**src/card_dma_pkg.sv**
```systemverilog
// shared constants and types of the card host descriptor engine
package card_dma_pkg;
  // register byte offsets
  localparam logic [7:0] OFF_FIFO_THRESHOLD_CONFIG = 8'h4C;
  localparam logic [7:0] OFF_BMOD   = 8'h80;
  localparam logic [7:0] OFF_PLDM   = 8'h84;
  localparam logic [7:0] OFF_LIST_BASE_ADDRESS = 8'h88;
  localparam logic [7:0] OFF_STS    = 8'h8C;
  localparam logic [7:0] OFF_INTEN  = 8'h90;
  localparam logic [7:0] OFF_CURDSC = 8'h94;
  localparam logic [7:0] OFF_CURBUF = 8'h98;
  // reset values
  localparam logic [31:0] RST_FIFO_THRESHOLD_CONFIG = 32'h0000_0000;
  localparam logic [31:0] RST_BMOD   = 32'h0000_0000;
  localparam logic [31:0] RST_LIST_BASE_ADDRESS = 32'h0000_0000;
  localparam logic [31:0] RST_INTEN  = 32'h0000_0000;
  // bus mode fields
  localparam int BMOD_SWR = 0;
  localparam int BMOD_EN  = 7;
  // fifo threshold fields
  localparam int WM_W    = 12;
  localparam int TXWM_LO = 0;
  localparam int RXWM_LO = 16;
  // status and enable bit positions
  localparam int BIT_TI  = 0;
  localparam int BIT_RI  = 1;
  localparam int BIT_FBE = 2;
  localparam int BIT_DU  = 4;
  localparam int BIT_CES = 5;
  localparam int BIT_NIS = 8;
  localparam int BIT_AIS = 9;
  localparam logic [9:0] NORMAL_MASK = 10'h003;
  localparam logic [9:0] ABN_MASK    = 10'h034;
  // descriptor word zero and one fields
  localparam int D0_OWN = 31;
  localparam int D0_ER  = 5;
  localparam int D0_CH  = 4;
  localparam int D0_LD  = 2;
  localparam int D0_DIC = 1;
  localparam int BS_MSB = 12;
  localparam logic [31:0] DESC_BYTES = 32'h0000_0010;
  localparam logic [12:0] BURST_BYTES = 13'h0010;
  // ahb encodings
  localparam logic [1:0] HTRANS_IDLE   = 2'h0;
  localparam logic [1:0] HTRANS_BUSY   = 2'h1;
  localparam logic [1:0] HTRANS_NONSEQ = 2'h2;
  localparam logic [1:0] HTRANS_SEQ    = 2'h3;
  localparam logic [2:0] HBURST_SINGLE = 3'h0;
  localparam logic [2:0] HBURST_INCR4  = 3'h3;
  localparam logic [2:0] HSIZE_WORD    = 3'h2;

  typedef enum logic [2:0] {
    S_IDLE, S_DFETCH, S_CHECK, S_SUSP, S_WAITCMD, S_WAITREQ, S_XFER, S_WBACK
  } state_t;
endpackage

```
**src/card_dma_fifo.sv**
```systemverilog
// small synchronous fifo between the bus master and the card data port
`timescale 1ns/1ps
`default_nettype none
module card_dma_fifo #(
  parameter int WIDTH = 32,
  parameter int DEPTH = 4
) (
  input  wire logic             i_clk,
  input  wire logic             i_reset_n,
  input  wire logic             i_in_valid,
  input  wire logic [WIDTH-1:0] i_in_data,
  output logic                  o_in_ready,
  output logic                  o_out_valid,
  output logic      [WIDTH-1:0] o_out_data,
  input  wire logic             i_out_ready
);
  localparam int AW = $clog2(DEPTH);

  if (DEPTH < 2 || (DEPTH & (DEPTH - 1)) != 0) begin : g_chk
    $error("fifo depth must be a power of two of at least 2");
  end

  typedef struct packed {
    logic [DEPTH-1:0][WIDTH-1:0] mem;
    logic [AW-1:0]               wp;
    logic [AW-1:0]               rp;
    logic [AW:0]                 cnt;
  } fifo_t;

  fifo_t s_r;
  fifo_t s_nxt;
  logic  push;
  logic  pop;

  assign o_in_ready  = (s_r.cnt != (AW+1)'(DEPTH));
  assign o_out_valid = (s_r.cnt != '0);
  assign o_out_data  = s_r.mem[s_r.rp];
  assign push        = i_in_valid && o_in_ready;
  assign pop         = o_out_valid && i_out_ready;

  always_comb begin
    s_nxt = s_r;
    if (push) begin
      s_nxt.mem[s_r.wp] = i_in_data;
      s_nxt.wp = s_r.wp + 1'b1;
    end
    if (pop) begin
      s_nxt.rp = s_r.rp + 1'b1;
    end
    if (push && !pop) begin
      s_nxt.cnt = s_r.cnt + 1'b1;
    end else if (pop && !push) begin
      s_nxt.cnt = s_r.cnt - 1'b1;
    end
  end

  always_ff @(posedge i_clk) begin
    if (!i_reset_n) begin
      s_r <= '0;
    end else begin
      s_r <= s_nxt;
    end
  end
endmodule
`default_nettype wire

```
**src/card_host_descriptor_dma.sv**
```systemverilog
// descriptor chained dma engine of the card host controller
`timescale 1ns/1ps
`default_nettype none
// Operation
// - unowned descriptor suspends, flags descriptor unavailable
// - any poll demand write resumes suspended engine
// - wait clean command done before moving data
// - transmit moves only on watermark dma request
// - receive moves only on watermark dma request
// - bursts for data, singles for trailing words
// - transmit memory to fifo, receive fifo to memory
// - fetch next descriptor after every buffer, last flag included
// - transmit done sets status when enabled, clears ownership
// - receive done sets status bit one when enabled
// - status holds events, enable matches each
// - normal summary bit8, abnormal summary bit9
// - writing one clears status bit
// - summary clears when enabled group clears
// - interrupt drops only with both summaries clear
// - repeated events are not queued
// - concurrent events raise one interrupt
// - poll 0x84, base 0x88, status 0x8C
// - end of ring returns to list base
// - chained flag takes word three as next
// - no completion flag suppresses done status
module card_host_descriptor_dma
  import card_dma_pkg::*;
(
  input  wire logic        i_clk,
  input  wire logic        i_reset_n,
  // register port
  input  wire logic        i_psel,
  input  wire logic        i_penable,
  input  wire logic        i_pwrite,
  input  wire logic [7:0]  i_paddr,
  input  wire logic [31:0] i_pwdata,
  output logic      [31:0] o_prdata,
  output logic             o_pready,
  output logic             o_pslverr,
  // bus master port
  output logic      [1:0]  o_htrans,
  output logic      [31:0] o_haddr,
  output logic             o_hwrite,
  output logic      [2:0]  o_hsize,
  output logic      [2:0]  o_hburst,
  output logic      [31:0] o_hwdata,
  input  wire logic [31:0] i_hrdata,
  input  wire logic        i_hready,
  input  wire logic        i_hresp,
  // card interface unit
  input  wire logic        i_command_done,
  input  wire logic        i_command_error,
  input  wire logic        i_dma_request,
  input  wire logic        i_card_write,
  output logic [WM_W-1:0]  o_transmit_watermark,
  output logic [WM_W-1:0]  o_receive_watermark,
  output logic      [31:0] o_tx_data,
  output logic             o_tx_valid,
  input  wire logic        i_tx_ready,
  input  wire logic [31:0] i_rx_data,
  input  wire logic        i_rx_valid,
  output logic             o_rx_ready,
  output logic             o_intr
);
  typedef struct packed {
    state_t      st;
    logic [31:0] bmod;
    logic [31:0] fifo_threshold_config;
    logic [31:0] list_base_address;
    logic [31:0] inten;
    logic [31:0] dsc;
    logic [31:0] bufp;
    logic [31:0] d0;
    logic [31:0] d3;
    logic [31:0] nxa;
    logic [31:0] haddr;
    logic [31:0] hwdata;
    logic [31:0] prdata;
    logic [9:0]  sts;
    logic [12:0] left;
    logic [1:0]  widx;
    logic [2:0]  nbeat;
    logic [2:0]  hburst;
    logic [1:0]  htrans;
    logic        act;
    logic        dph;
    logic        seq;
    logic        hwrite;
    logic        kick;
    logic        cmd_ok;
    logic        pslverr;
    logic        intr;
  } eng_t;

  eng_t s_r;
  eng_t s_nxt;
  logic wr;
  logic pd;
  logic beat_done;
  logic can_issue;
  logic go;
  logic fifo_in_ready;

  function automatic eng_t rst_val();
    eng_t x;
    x        = '0;
    x.st     = S_IDLE;
    x.bmod   = RST_BMOD;
    x.fifo_threshold_config = RST_FIFO_THRESHOLD_CONFIG;
    x.list_base_address = RST_LIST_BASE_ADDRESS;
    x.inten  = RST_INTEN;
    x.dsc    = RST_LIST_BASE_ADDRESS;
    x.htrans = HTRANS_IDLE;
    return x;
  endfunction

  // set up a four word burst read of the descriptor at addr
  function automatic eng_t start_fetch(eng_t x, logic [31:0] addr);
    eng_t y;
    y        = x;
    y.st     = S_DFETCH;
    y.dsc    = addr;
    y.nxa    = addr;
    y.nbeat  = 3'd4;
    y.hburst = HBURST_INCR4;
    y.hwrite = 1'b0;
    y.seq    = 1'b0;
    y.widx   = 2'd0;
    return y;
  endfunction

  function automatic logic is_mapped(logic [7:0] a);
    return a == OFF_FIFO_THRESHOLD_CONFIG || a == OFF_BMOD || a == OFF_PLDM || a == OFF_LIST_BASE_ADDRESS
        || a == OFF_STS || a == OFF_INTEN || a == OFF_CURDSC || a == OFF_CURBUF;
  endfunction

  assign wr        = i_psel && i_penable && i_pwrite;
  assign pd        = wr && (i_paddr == OFF_PLDM);
  assign beat_done = s_r.dph && i_hready;
  assign can_issue = !s_r.act && !s_r.dph && (s_r.nbeat != 3'd0);
  // a beat goes out only when its data has somewhere to come from or go
  assign go = can_issue && (s_r.st == S_DFETCH || s_r.st == S_WBACK
           || (s_r.st == S_XFER && (s_r.hwrite ? i_rx_valid : fifo_in_ready)));
  assign o_rx_ready = go && (s_r.st == S_XFER) && s_r.hwrite;

  always_comb begin
    s_nxt = s_r;

    // register port: reads answer in the access phase from the setup capture
    if (i_psel && !i_penable) begin
      s_nxt.pslverr = !is_mapped(i_paddr);
      if (!i_pwrite) begin
        unique case (i_paddr)
          OFF_FIFO_THRESHOLD_CONFIG: s_nxt.prdata = s_r.fifo_threshold_config;
          OFF_BMOD:   s_nxt.prdata = s_r.bmod;
          OFF_LIST_BASE_ADDRESS: s_nxt.prdata = s_r.list_base_address;
          OFF_STS:    s_nxt.prdata = {22'h0, s_r.sts};
          OFF_INTEN:  s_nxt.prdata = s_r.inten;
          OFF_CURDSC: s_nxt.prdata = s_r.dsc;
          OFF_CURBUF: s_nxt.prdata = s_r.bufp;
          default:    s_nxt.prdata = 32'h0000_0000;
        endcase
      end
    end
    if (wr) begin
      unique case (i_paddr)
        OFF_FIFO_THRESHOLD_CONFIG: s_nxt.fifo_threshold_config = i_pwdata;
        OFF_BMOD: begin
          s_nxt.bmod = i_pwdata;
          s_nxt.bmod[BMOD_SWR] = 1'b0;
        end
        OFF_LIST_BASE_ADDRESS: begin
          s_nxt.list_base_address = i_pwdata;
          s_nxt.kick   = 1'b1;
          if (s_r.st == S_IDLE) begin
            s_nxt.dsc = i_pwdata;
          end
        end
        OFF_STS:   s_nxt.sts = s_r.sts & ~i_pwdata[9:0];
        OFF_INTEN: s_nxt.inten = i_pwdata;
        default: ;
      endcase
    end

    // address phase taken: hold the bus in busy between beats of a burst
    if (s_r.act && i_hready) begin
      s_nxt.act = 1'b0;
      s_nxt.dph = 1'b1;
      s_nxt.htrans = (s_r.nbeat != 3'd0 && s_r.hburst == HBURST_INCR4) ?
                     HTRANS_BUSY : HTRANS_IDLE;
    end
    if (beat_done) begin
      s_nxt.dph = 1'b0;
    end
    if (go) begin
      s_nxt.act    = 1'b1;
      s_nxt.htrans = (s_r.seq && s_r.hburst == HBURST_INCR4) ?
                     HTRANS_SEQ : HTRANS_NONSEQ;
      s_nxt.haddr  = s_r.nxa;
      s_nxt.nxa    = s_r.nxa + 32'd4;
      s_nxt.nbeat  = s_r.nbeat - 3'd1;
      s_nxt.seq    = 1'b1;
      if (s_r.st == S_XFER) begin
        s_nxt.hwdata = i_rx_data;
      end else begin
        s_nxt.hwdata = s_r.d0;
        s_nxt.hwdata[D0_OWN] = 1'b0;
      end
    end

    unique case (s_r.st)
      S_IDLE: begin
        if (s_r.bmod[BMOD_EN] && s_r.kick) begin
          s_nxt = start_fetch(s_nxt, s_nxt.dsc);
          s_nxt.kick = 1'b0;
        end
      end
      S_DFETCH: begin
        if (beat_done) begin
          unique case (s_r.widx)
            2'd0: s_nxt.d0 = i_hrdata;
            2'd1: s_nxt.left = i_hrdata[BS_MSB:0];
            2'd2: s_nxt.bufp = i_hrdata;
            2'd3: s_nxt.d3 = i_hrdata;
          endcase
          s_nxt.widx = s_r.widx + 2'd1;
          if (s_r.widx == 2'd3) begin
            s_nxt.st = S_CHECK;
          end
        end
      end
      S_CHECK: begin
        if (!s_r.d0[D0_OWN]) begin
          s_nxt.st = S_SUSP;
          s_nxt.sts[BIT_DU] = 1'b1;
        end else begin
          s_nxt.st = S_WAITCMD;
        end
      end
      S_SUSP: begin
        if (pd) begin
          s_nxt = start_fetch(s_nxt, s_r.dsc);
        end
      end
      S_WAITCMD: begin
        if (s_r.cmd_ok) begin
          s_nxt.st = S_WAITREQ;
        end
      end
      S_WAITREQ: begin
        if (s_r.left == 13'd0) begin
          s_nxt.st     = S_WBACK;
          s_nxt.nxa    = s_r.dsc;
          s_nxt.nbeat  = 3'd1;
          s_nxt.hburst = HBURST_SINGLE;
          s_nxt.hwrite = 1'b1;
          s_nxt.seq    = 1'b0;
        end else if (i_dma_request) begin
          s_nxt.st  = S_XFER;
          s_nxt.nxa = s_r.bufp;
          s_nxt.seq = 1'b0;
          s_nxt.hwrite = !i_card_write;
          if (s_r.left >= BURST_BYTES) begin
            s_nxt.nbeat  = 3'd4;
            s_nxt.hburst = HBURST_INCR4;
          end else begin
            s_nxt.nbeat  = s_r.left[4:2];
            s_nxt.hburst = HBURST_SINGLE;
          end
        end
      end
      S_XFER: begin
        if (beat_done) begin
          s_nxt.left = s_r.left - 13'd4;
          s_nxt.bufp = s_r.bufp + 32'd4;
          if (s_r.nbeat == 3'd0) begin
            s_nxt.st = S_WAITREQ;
          end
        end
      end
      S_WBACK: begin
        if (beat_done) begin
          if (s_r.d0[D0_LD]) begin
            s_nxt.cmd_ok = 1'b0;
          end
          if (s_r.d0[D0_ER]) begin
            s_nxt = start_fetch(s_nxt, s_r.list_base_address);
          end else if (s_r.d0[D0_CH]) begin
            s_nxt = start_fetch(s_nxt, s_r.d3);
          end else begin
            s_nxt = start_fetch(s_nxt, s_r.dsc + DESC_BYTES);
          end
          if (!s_r.bmod[BMOD_EN]) begin
            s_nxt.st    = S_IDLE;
            s_nxt.nbeat = 3'd0;
            s_nxt.kick  = 1'b1;
          end
        end
      end
      default: s_nxt.st = S_IDLE;
    endcase

    // bus error ends the operation and reports abnormally
    if (beat_done && i_hresp) begin
      s_nxt.sts[BIT_FBE] = 1'b1;
      s_nxt.st     = S_IDLE;
      s_nxt.nbeat  = 3'd0;
      s_nxt.act    = 1'b0;
      s_nxt.htrans = HTRANS_IDLE;
      s_nxt.kick   = 1'b0;
    end

    // completion of the last buffer; the set lands after any clear above
    if (s_r.st == S_WBACK && beat_done && !i_hresp && s_r.d0[D0_LD]
        && !s_r.d0[D0_DIC]) begin
      if (i_card_write) begin
        s_nxt.sts[BIT_TI] = s_r.sts[BIT_TI] | s_r.inten[BIT_TI]
                          | s_nxt.sts[BIT_TI];
      end else begin
        s_nxt.sts[BIT_RI] = s_r.inten[BIT_RI] | s_nxt.sts[BIT_RI];
      end
    end

    if (i_command_done) begin
      if (i_command_error) begin
        s_nxt.sts[BIT_CES] = 1'b1;
      end else begin
        s_nxt.cmd_ok = 1'b1;
      end
    end

    // summaries follow the enabled members of each group
    s_nxt.sts[BIT_NIS] = s_nxt.inten[BIT_NIS]
                       && |(s_nxt.sts & s_nxt.inten[9:0] & NORMAL_MASK);
    s_nxt.sts[BIT_AIS] = s_nxt.inten[BIT_AIS]
                       && |(s_nxt.sts & s_nxt.inten[9:0] & ABN_MASK);
    s_nxt.intr = s_nxt.sts[BIT_NIS] || s_nxt.sts[BIT_AIS];

    if (wr && i_paddr == OFF_BMOD && i_pwdata[BMOD_SWR]) begin
      s_nxt = rst_val();
    end
  end

  always_ff @(posedge i_clk) begin
    if (!i_reset_n) begin
      s_r <= rst_val();
    end else begin
      s_r <= s_nxt;
    end
  end

  card_dma_fifo #(
    .WIDTH (32),
    .DEPTH (4)
  ) u_tx_fifo (
    .i_clk       (i_clk),
    .i_reset_n   (i_reset_n),
    .i_in_valid  (beat_done && !i_hresp && s_r.st == S_XFER && !s_r.hwrite),
    .i_in_data   (i_hrdata),
    .o_in_ready  (fifo_in_ready),
    .o_out_valid (o_tx_valid),
    .o_out_data  (o_tx_data),
    .i_out_ready (i_tx_ready)
  );

  assign o_prdata  = s_r.prdata;
  assign o_pready  = 1'b1;
  assign o_pslverr = s_r.pslverr;
  assign o_htrans  = s_r.htrans;
  assign o_haddr   = s_r.haddr;
  assign o_hwrite  = s_r.hwrite;
  assign o_hsize   = HSIZE_WORD;
  assign o_hburst  = s_r.hburst;
  assign o_hwdata  = s_r.hwdata;
  assign o_intr    = s_r.intr;
  assign o_transmit_watermark = s_r.fifo_threshold_config[TXWM_LO +: WM_W];
  assign o_receive_watermark  = s_r.fifo_threshold_config[RXWM_LO +: WM_W];
endmodule
`default_nettype wire

```
**config.mk**
```make
export PLATFORM = sky130hd
export DESIGN_NAME = card_host_descriptor_dma
export DESIGN_NICKNAME = d
export VERILOG_FILES = /design/src/card_dma_pkg.sv /design/src/card_dma_fifo.sv /design/src/card_host_descriptor_dma.sv
export SDC_FILE = /design/constraint.sdc
export NUM_CORES = 1
export LEC_CHECK = 0
export ABC_AREA = 1
export BUFFER_PORTS_ARGS = -buffer_cell sky130_fd_sc_hd__buf_2
export CORE_ASPECT_RATIO = 0.5
export CORE_UTILIZATION = 45
export CTS_BUF_LIST = sky130_fd_sc_hd__clkbuf_4 sky130_fd_sc_hd__clkbuf_8 sky130_fd_sc_hd__clkbuf_16
export DETAILED_ROUTE_END_ITERATION = 10
export GPL_ROUTABILITY_DRIVEN = 0
export GPL_TIMING_DRIVEN = 1
export PLACE_DENSITY_LB_ADDON = 0.05
export SYNTH_ARGS = -nofsm -noshare
export SYNTH_HDL_FRONTEND = slang
export SYNTH_SLANG_ARGS = --single-unit
```
**constraint.sdc**
```tcl
create_clock -name i_clk -period 3.55 [get_ports i_clk]
set_input_delay 0.8875 -clock i_clk [delete_from_list [all_inputs] [get_ports i_clk]]
set_output_delay 0.8875 -clock i_clk [all_outputs]
set_load 0.02 [all_outputs]
```
==> results.sh <==
export IMPL_yosys_register_bits=559
export IMPL_max_slew_margin=0.158
export IMPL_yosysSeqAreaShare=0.388
export IMPL_worstHoldStart="s_r[37]$_SDFFE_PP0P_"
export IMPL_drt_iter0_markers=3906
export IMPL_whs_path_depth=2
export IMPL_synthArstFlopShare=0
export IMPL_die_area_um2=65200
export IMPL_row_count=65
export IMPL_cap_violations=0
export IMPL_via_count=29900
export IMPL_synth_edf_count=0
export IMPL_grt_setup_unrepaired="false"
export IMPL_synth_main_ff_cell="dfxtp_1"
export IMPL_nFillCells=6527
export IMPL_p_leak_nw=12.8
export IMPL_ant_nets=0
export IMPL_syn_inst=4362
export IMPL_area_delta_synth_final_pct=10.2
export IMPL_crit_type="flip-flop to output port"
export IMPL_worstPathArrival_ns=2.33
export IMPL_hold_buffers=0
export IMPL_tightestPinTransition_ns=1.26
export IMPL_critPathBufInv=2
export IMPL_cts_tree="built"
export IMPL_portBuffers=277
export IMPL_dpl_cell_area_um2=29900
export IMPL_avgSynthCellArea_um2=6.62
export IMPL_synth_cells_most_frequent="nand2_1, a21oi_1, dfxtp_1"
export IMPL_clk_pin_slew_ns=0.07
export IMPL_grt_total_usage=0.331
export IMPL_synth_cell_type_count=51
export IMPL_finClkSkew_ns=0.0184
export IMPL_max_stage_delay_ns=0.54
export IMPL_drive_gt1_frac=0.114
export IMPL_reg2reg_from="s_r[425]$_SDFFE_PP0P_"
export IMPL_wl_met2_mm=45.8
export IMPL_yosysTopAreaCell="dfxtp_1"
export IMPL_hold_path_endpoint="s_r[37]$_SDFFE_PP0P_"
export IMPL_antenna_found_initial=2
export IMPL_peakVddDrop_mv=0.363
export IMPL_setup_tns_ns=0
export IMPL_routedWlPerCell_um=21.3
export IMPL_grt_pass1_vias=26800
export IMPL_worst_hold_path_type="flip-flop to flip-flop"
export IMPL_setup_ws_ns=0.328
export IMPL_die_h_um=181
export IMPL_viasPerCell=5.69
export IMPL_max_clock_path_buffers=3
export IMPL_htreeDepth=2
export IMPL_final_util=0.503
export IMPL_root_buffer="clkbuf_16"
export IMPL_outcome="complete, no violations"
export IMPL_critPathTopFamily="simple AND/OR/NAND/NOR gates"
export IMPL_post_route_min_period_ns=3.22
export IMPL_drc=0
export IMPL_setup_viol=0
export IMPL_reg2reg_slack_ns=0.72
export IMPL_cpMostUsedCell="nand2_2"
export IMPL_worst_r2r_path_depth=10
export IMPL_final_nets=4518
export IMPL_slowest_stage="dfxtp_1"
export IMPL_path_cells="inv_2 -> nor2_4 -> nand2_2 -> nor2_2 -> nand2_2 -> nand2_2 -> nand2_2 -> nor3_1 -> buf_2"
export IMPL_start_util=0.457
export IMPL_fmax_ghz=0.310
export IMPL_pin_count=283
export IMPL_post_dp_hpwl_mm=81.1
export IMPL_cts_sinks=559
export IMPL_synth_area_leaders="dfxtp_1, nand2_1, a21oi_1, o21ai_0, nor2_1"
export IMPL_regArea_um2=11200
export IMPL_grt_max_degree=174
export IMPL_met3_length_mm=12.5
export IMPL_start_kind="flip-flop"
export IMPL_met1_length_mm=51.1
export IMPL_hold_viol_final=0
export IMPL_grt_pass1_wl_mm=167
export IMPL_postCtsSetupBuffers=0
export IMPL_dp_cells=5167
export IMPL_cellPowerDensity_nw_per_um2=500
export IMPL_multi_input_area_um2=14400
export IMPL_core_area_um2=63200
export IMPL_dr_pass1_iters=9
export IMPL_yosysMostFrequentCell="nand2_1"
export IMPL_grt_overflow_total=0
export IMPL_yosysTopAreaCellShare=0.388
export IMPL_chipWidth_um=360
export IMPL_top_layer="met5"
export IMPL_stdcell_count=5262
export IMPL_cts_resized=0
export IMPL_stdcell_area_um2=31800
export IMPL_slew_violations=0
export IMPL_reg2reg_to="s_r[168]$_SDFF_PP0_"
export IMPL_synth_area_um2=28900
export IMPL_period_share=0.908
export IMPL_wirelength_mm=112
export IMPL_cp_data_required_time_ns=2.66
export IMPL_cts_buffers_inserted=52
export IMPL_yosys_warnings=0
export IMPL_worst_path_max_fanout=10
export IMPL_clk_latency_ns=0.63
export IMPL_dp_slack_ns=0.425
export IMPL_cp_end_kind="output port"
[where the power goes]
| group | switching, mW | internal, mW | leakage (nW) |
|---|---|---|---|
| registers | 0.204 | 6.47 | 4.51 |
| logic | 2.12 | 0.898 | 7.36 |
| clock network | 2.71 | 3.49 | 0.918 |
[flip-flops by register name, summed over array words and instances, names as in the netlist]
name	count
o_haddr	32
o_hburst	1
o_htrans	2
o_hwdata	32
o_hwrite	1
o_intr	1
o_prdata	32
o_pslverr	1
o_receive_watermark	12
o_transmit_watermark	12
s_r	298
u_tx_fifo.s_r	135
[how the worst max path moves through the flow]
| stage | start | depth (start not counted) | slack [ns] | endpoint |
|---|---|---|---|---|
| 6_report | s_r[427]$_SDFFE_PP0P_ | 9 | 0.33 | o_rx_ready |
| 4_1_cts | s_r[427]$_SDFFE_PP0P_ | 9 | 0.30 | o_rx_ready |
| 2_1_floorplan | i_rx_valid | 9 | 0.48 | o_rx_ready |
| 3_3_place_gp | i_paddr[7] | 13 | 0.44 | s_r[277]$_SDFFE_PP0N_ |
| 3_5_place_dp | i_paddr[7] | 13 | 0.43 | s_r[277]$_SDFFE_PP0N_ |
| 5_1_grt | s_r[427]$_SDFFE_PP0P_ | 9 | 0.15 | o_rx_ready |
[cell families (layout without fill, tap and decap cells)]
logic type / Yosys count / in the layout / synth area share
xor+xnor: 44 / 44 / 0.0134
other cells: 2 / 7 / 0.000260
buf+inv: 697 / 755 / 0.113
compound gates: 1171 / 1171 / 0.215
flops: 559 / 559 / 0.388
fa+ha+maj: 17 / 17 / 0.00763
simple gates: 1872 / 1872 / 0.263
[worst min-delay path, cell delays in order (launching register included)]
cell and delay (ns):
dfxtp_1 0.30, inv_1 0.06, a211oi_1 0.05
[placed cells by master (no fill, tap or decap), drive strengths merged, types with 2 or more instances in the layout]
cell and instances:
a211oi 9, a21oi 571, a221oi 3, a22oi 5, a31oi 60, and2 3, and3 2, buf 364
bufinv 7, clkbuf 70, clkinv 20, conb 5, dfxtp 559, diode 2, ha 16, inv 293
nand2 1182, nand3 225, nand3b 3, nand4 30, nor2 382, nor3 24, nor3b 3, nor4 7
o2111ai 10, o211ai 23, o21a 2, o21ai 421, o21bai 2, o221ai 7, o22ai 50, o31ai 6
or2 9, xnor2 5, xor2 39
[metrics by stage]
stage	power [mW]	hold WS [ns]
final	15.9	0.446
after global routing	16.5	0.473
after CTS	15.9	0.448
after detailed placement	9.79	0.439
after global placement	9.78	0.437
after floorplan	8.80	0.417
[area by class of cell]
class                      count  share of cell area
inverter                     298              0.0352
sequential                   559               0.352
multi-input combinational   3109               0.454
antenna                        2            0.000157
clock buffer                  70              0.0472
clock inverter                23              0.0105
tap                          837              0.0329
timing repair buffer         364              0.0678
[per-layer routing]
layer / track usage / vias up
met1: 0.490 / 14000
met5: 0 / -
met4: 0.0834 / 2
met3: 0.0794 / 172
li1: - / 14300
met2: 0.474 / 1455
Power figures use the tool's default switching activity.
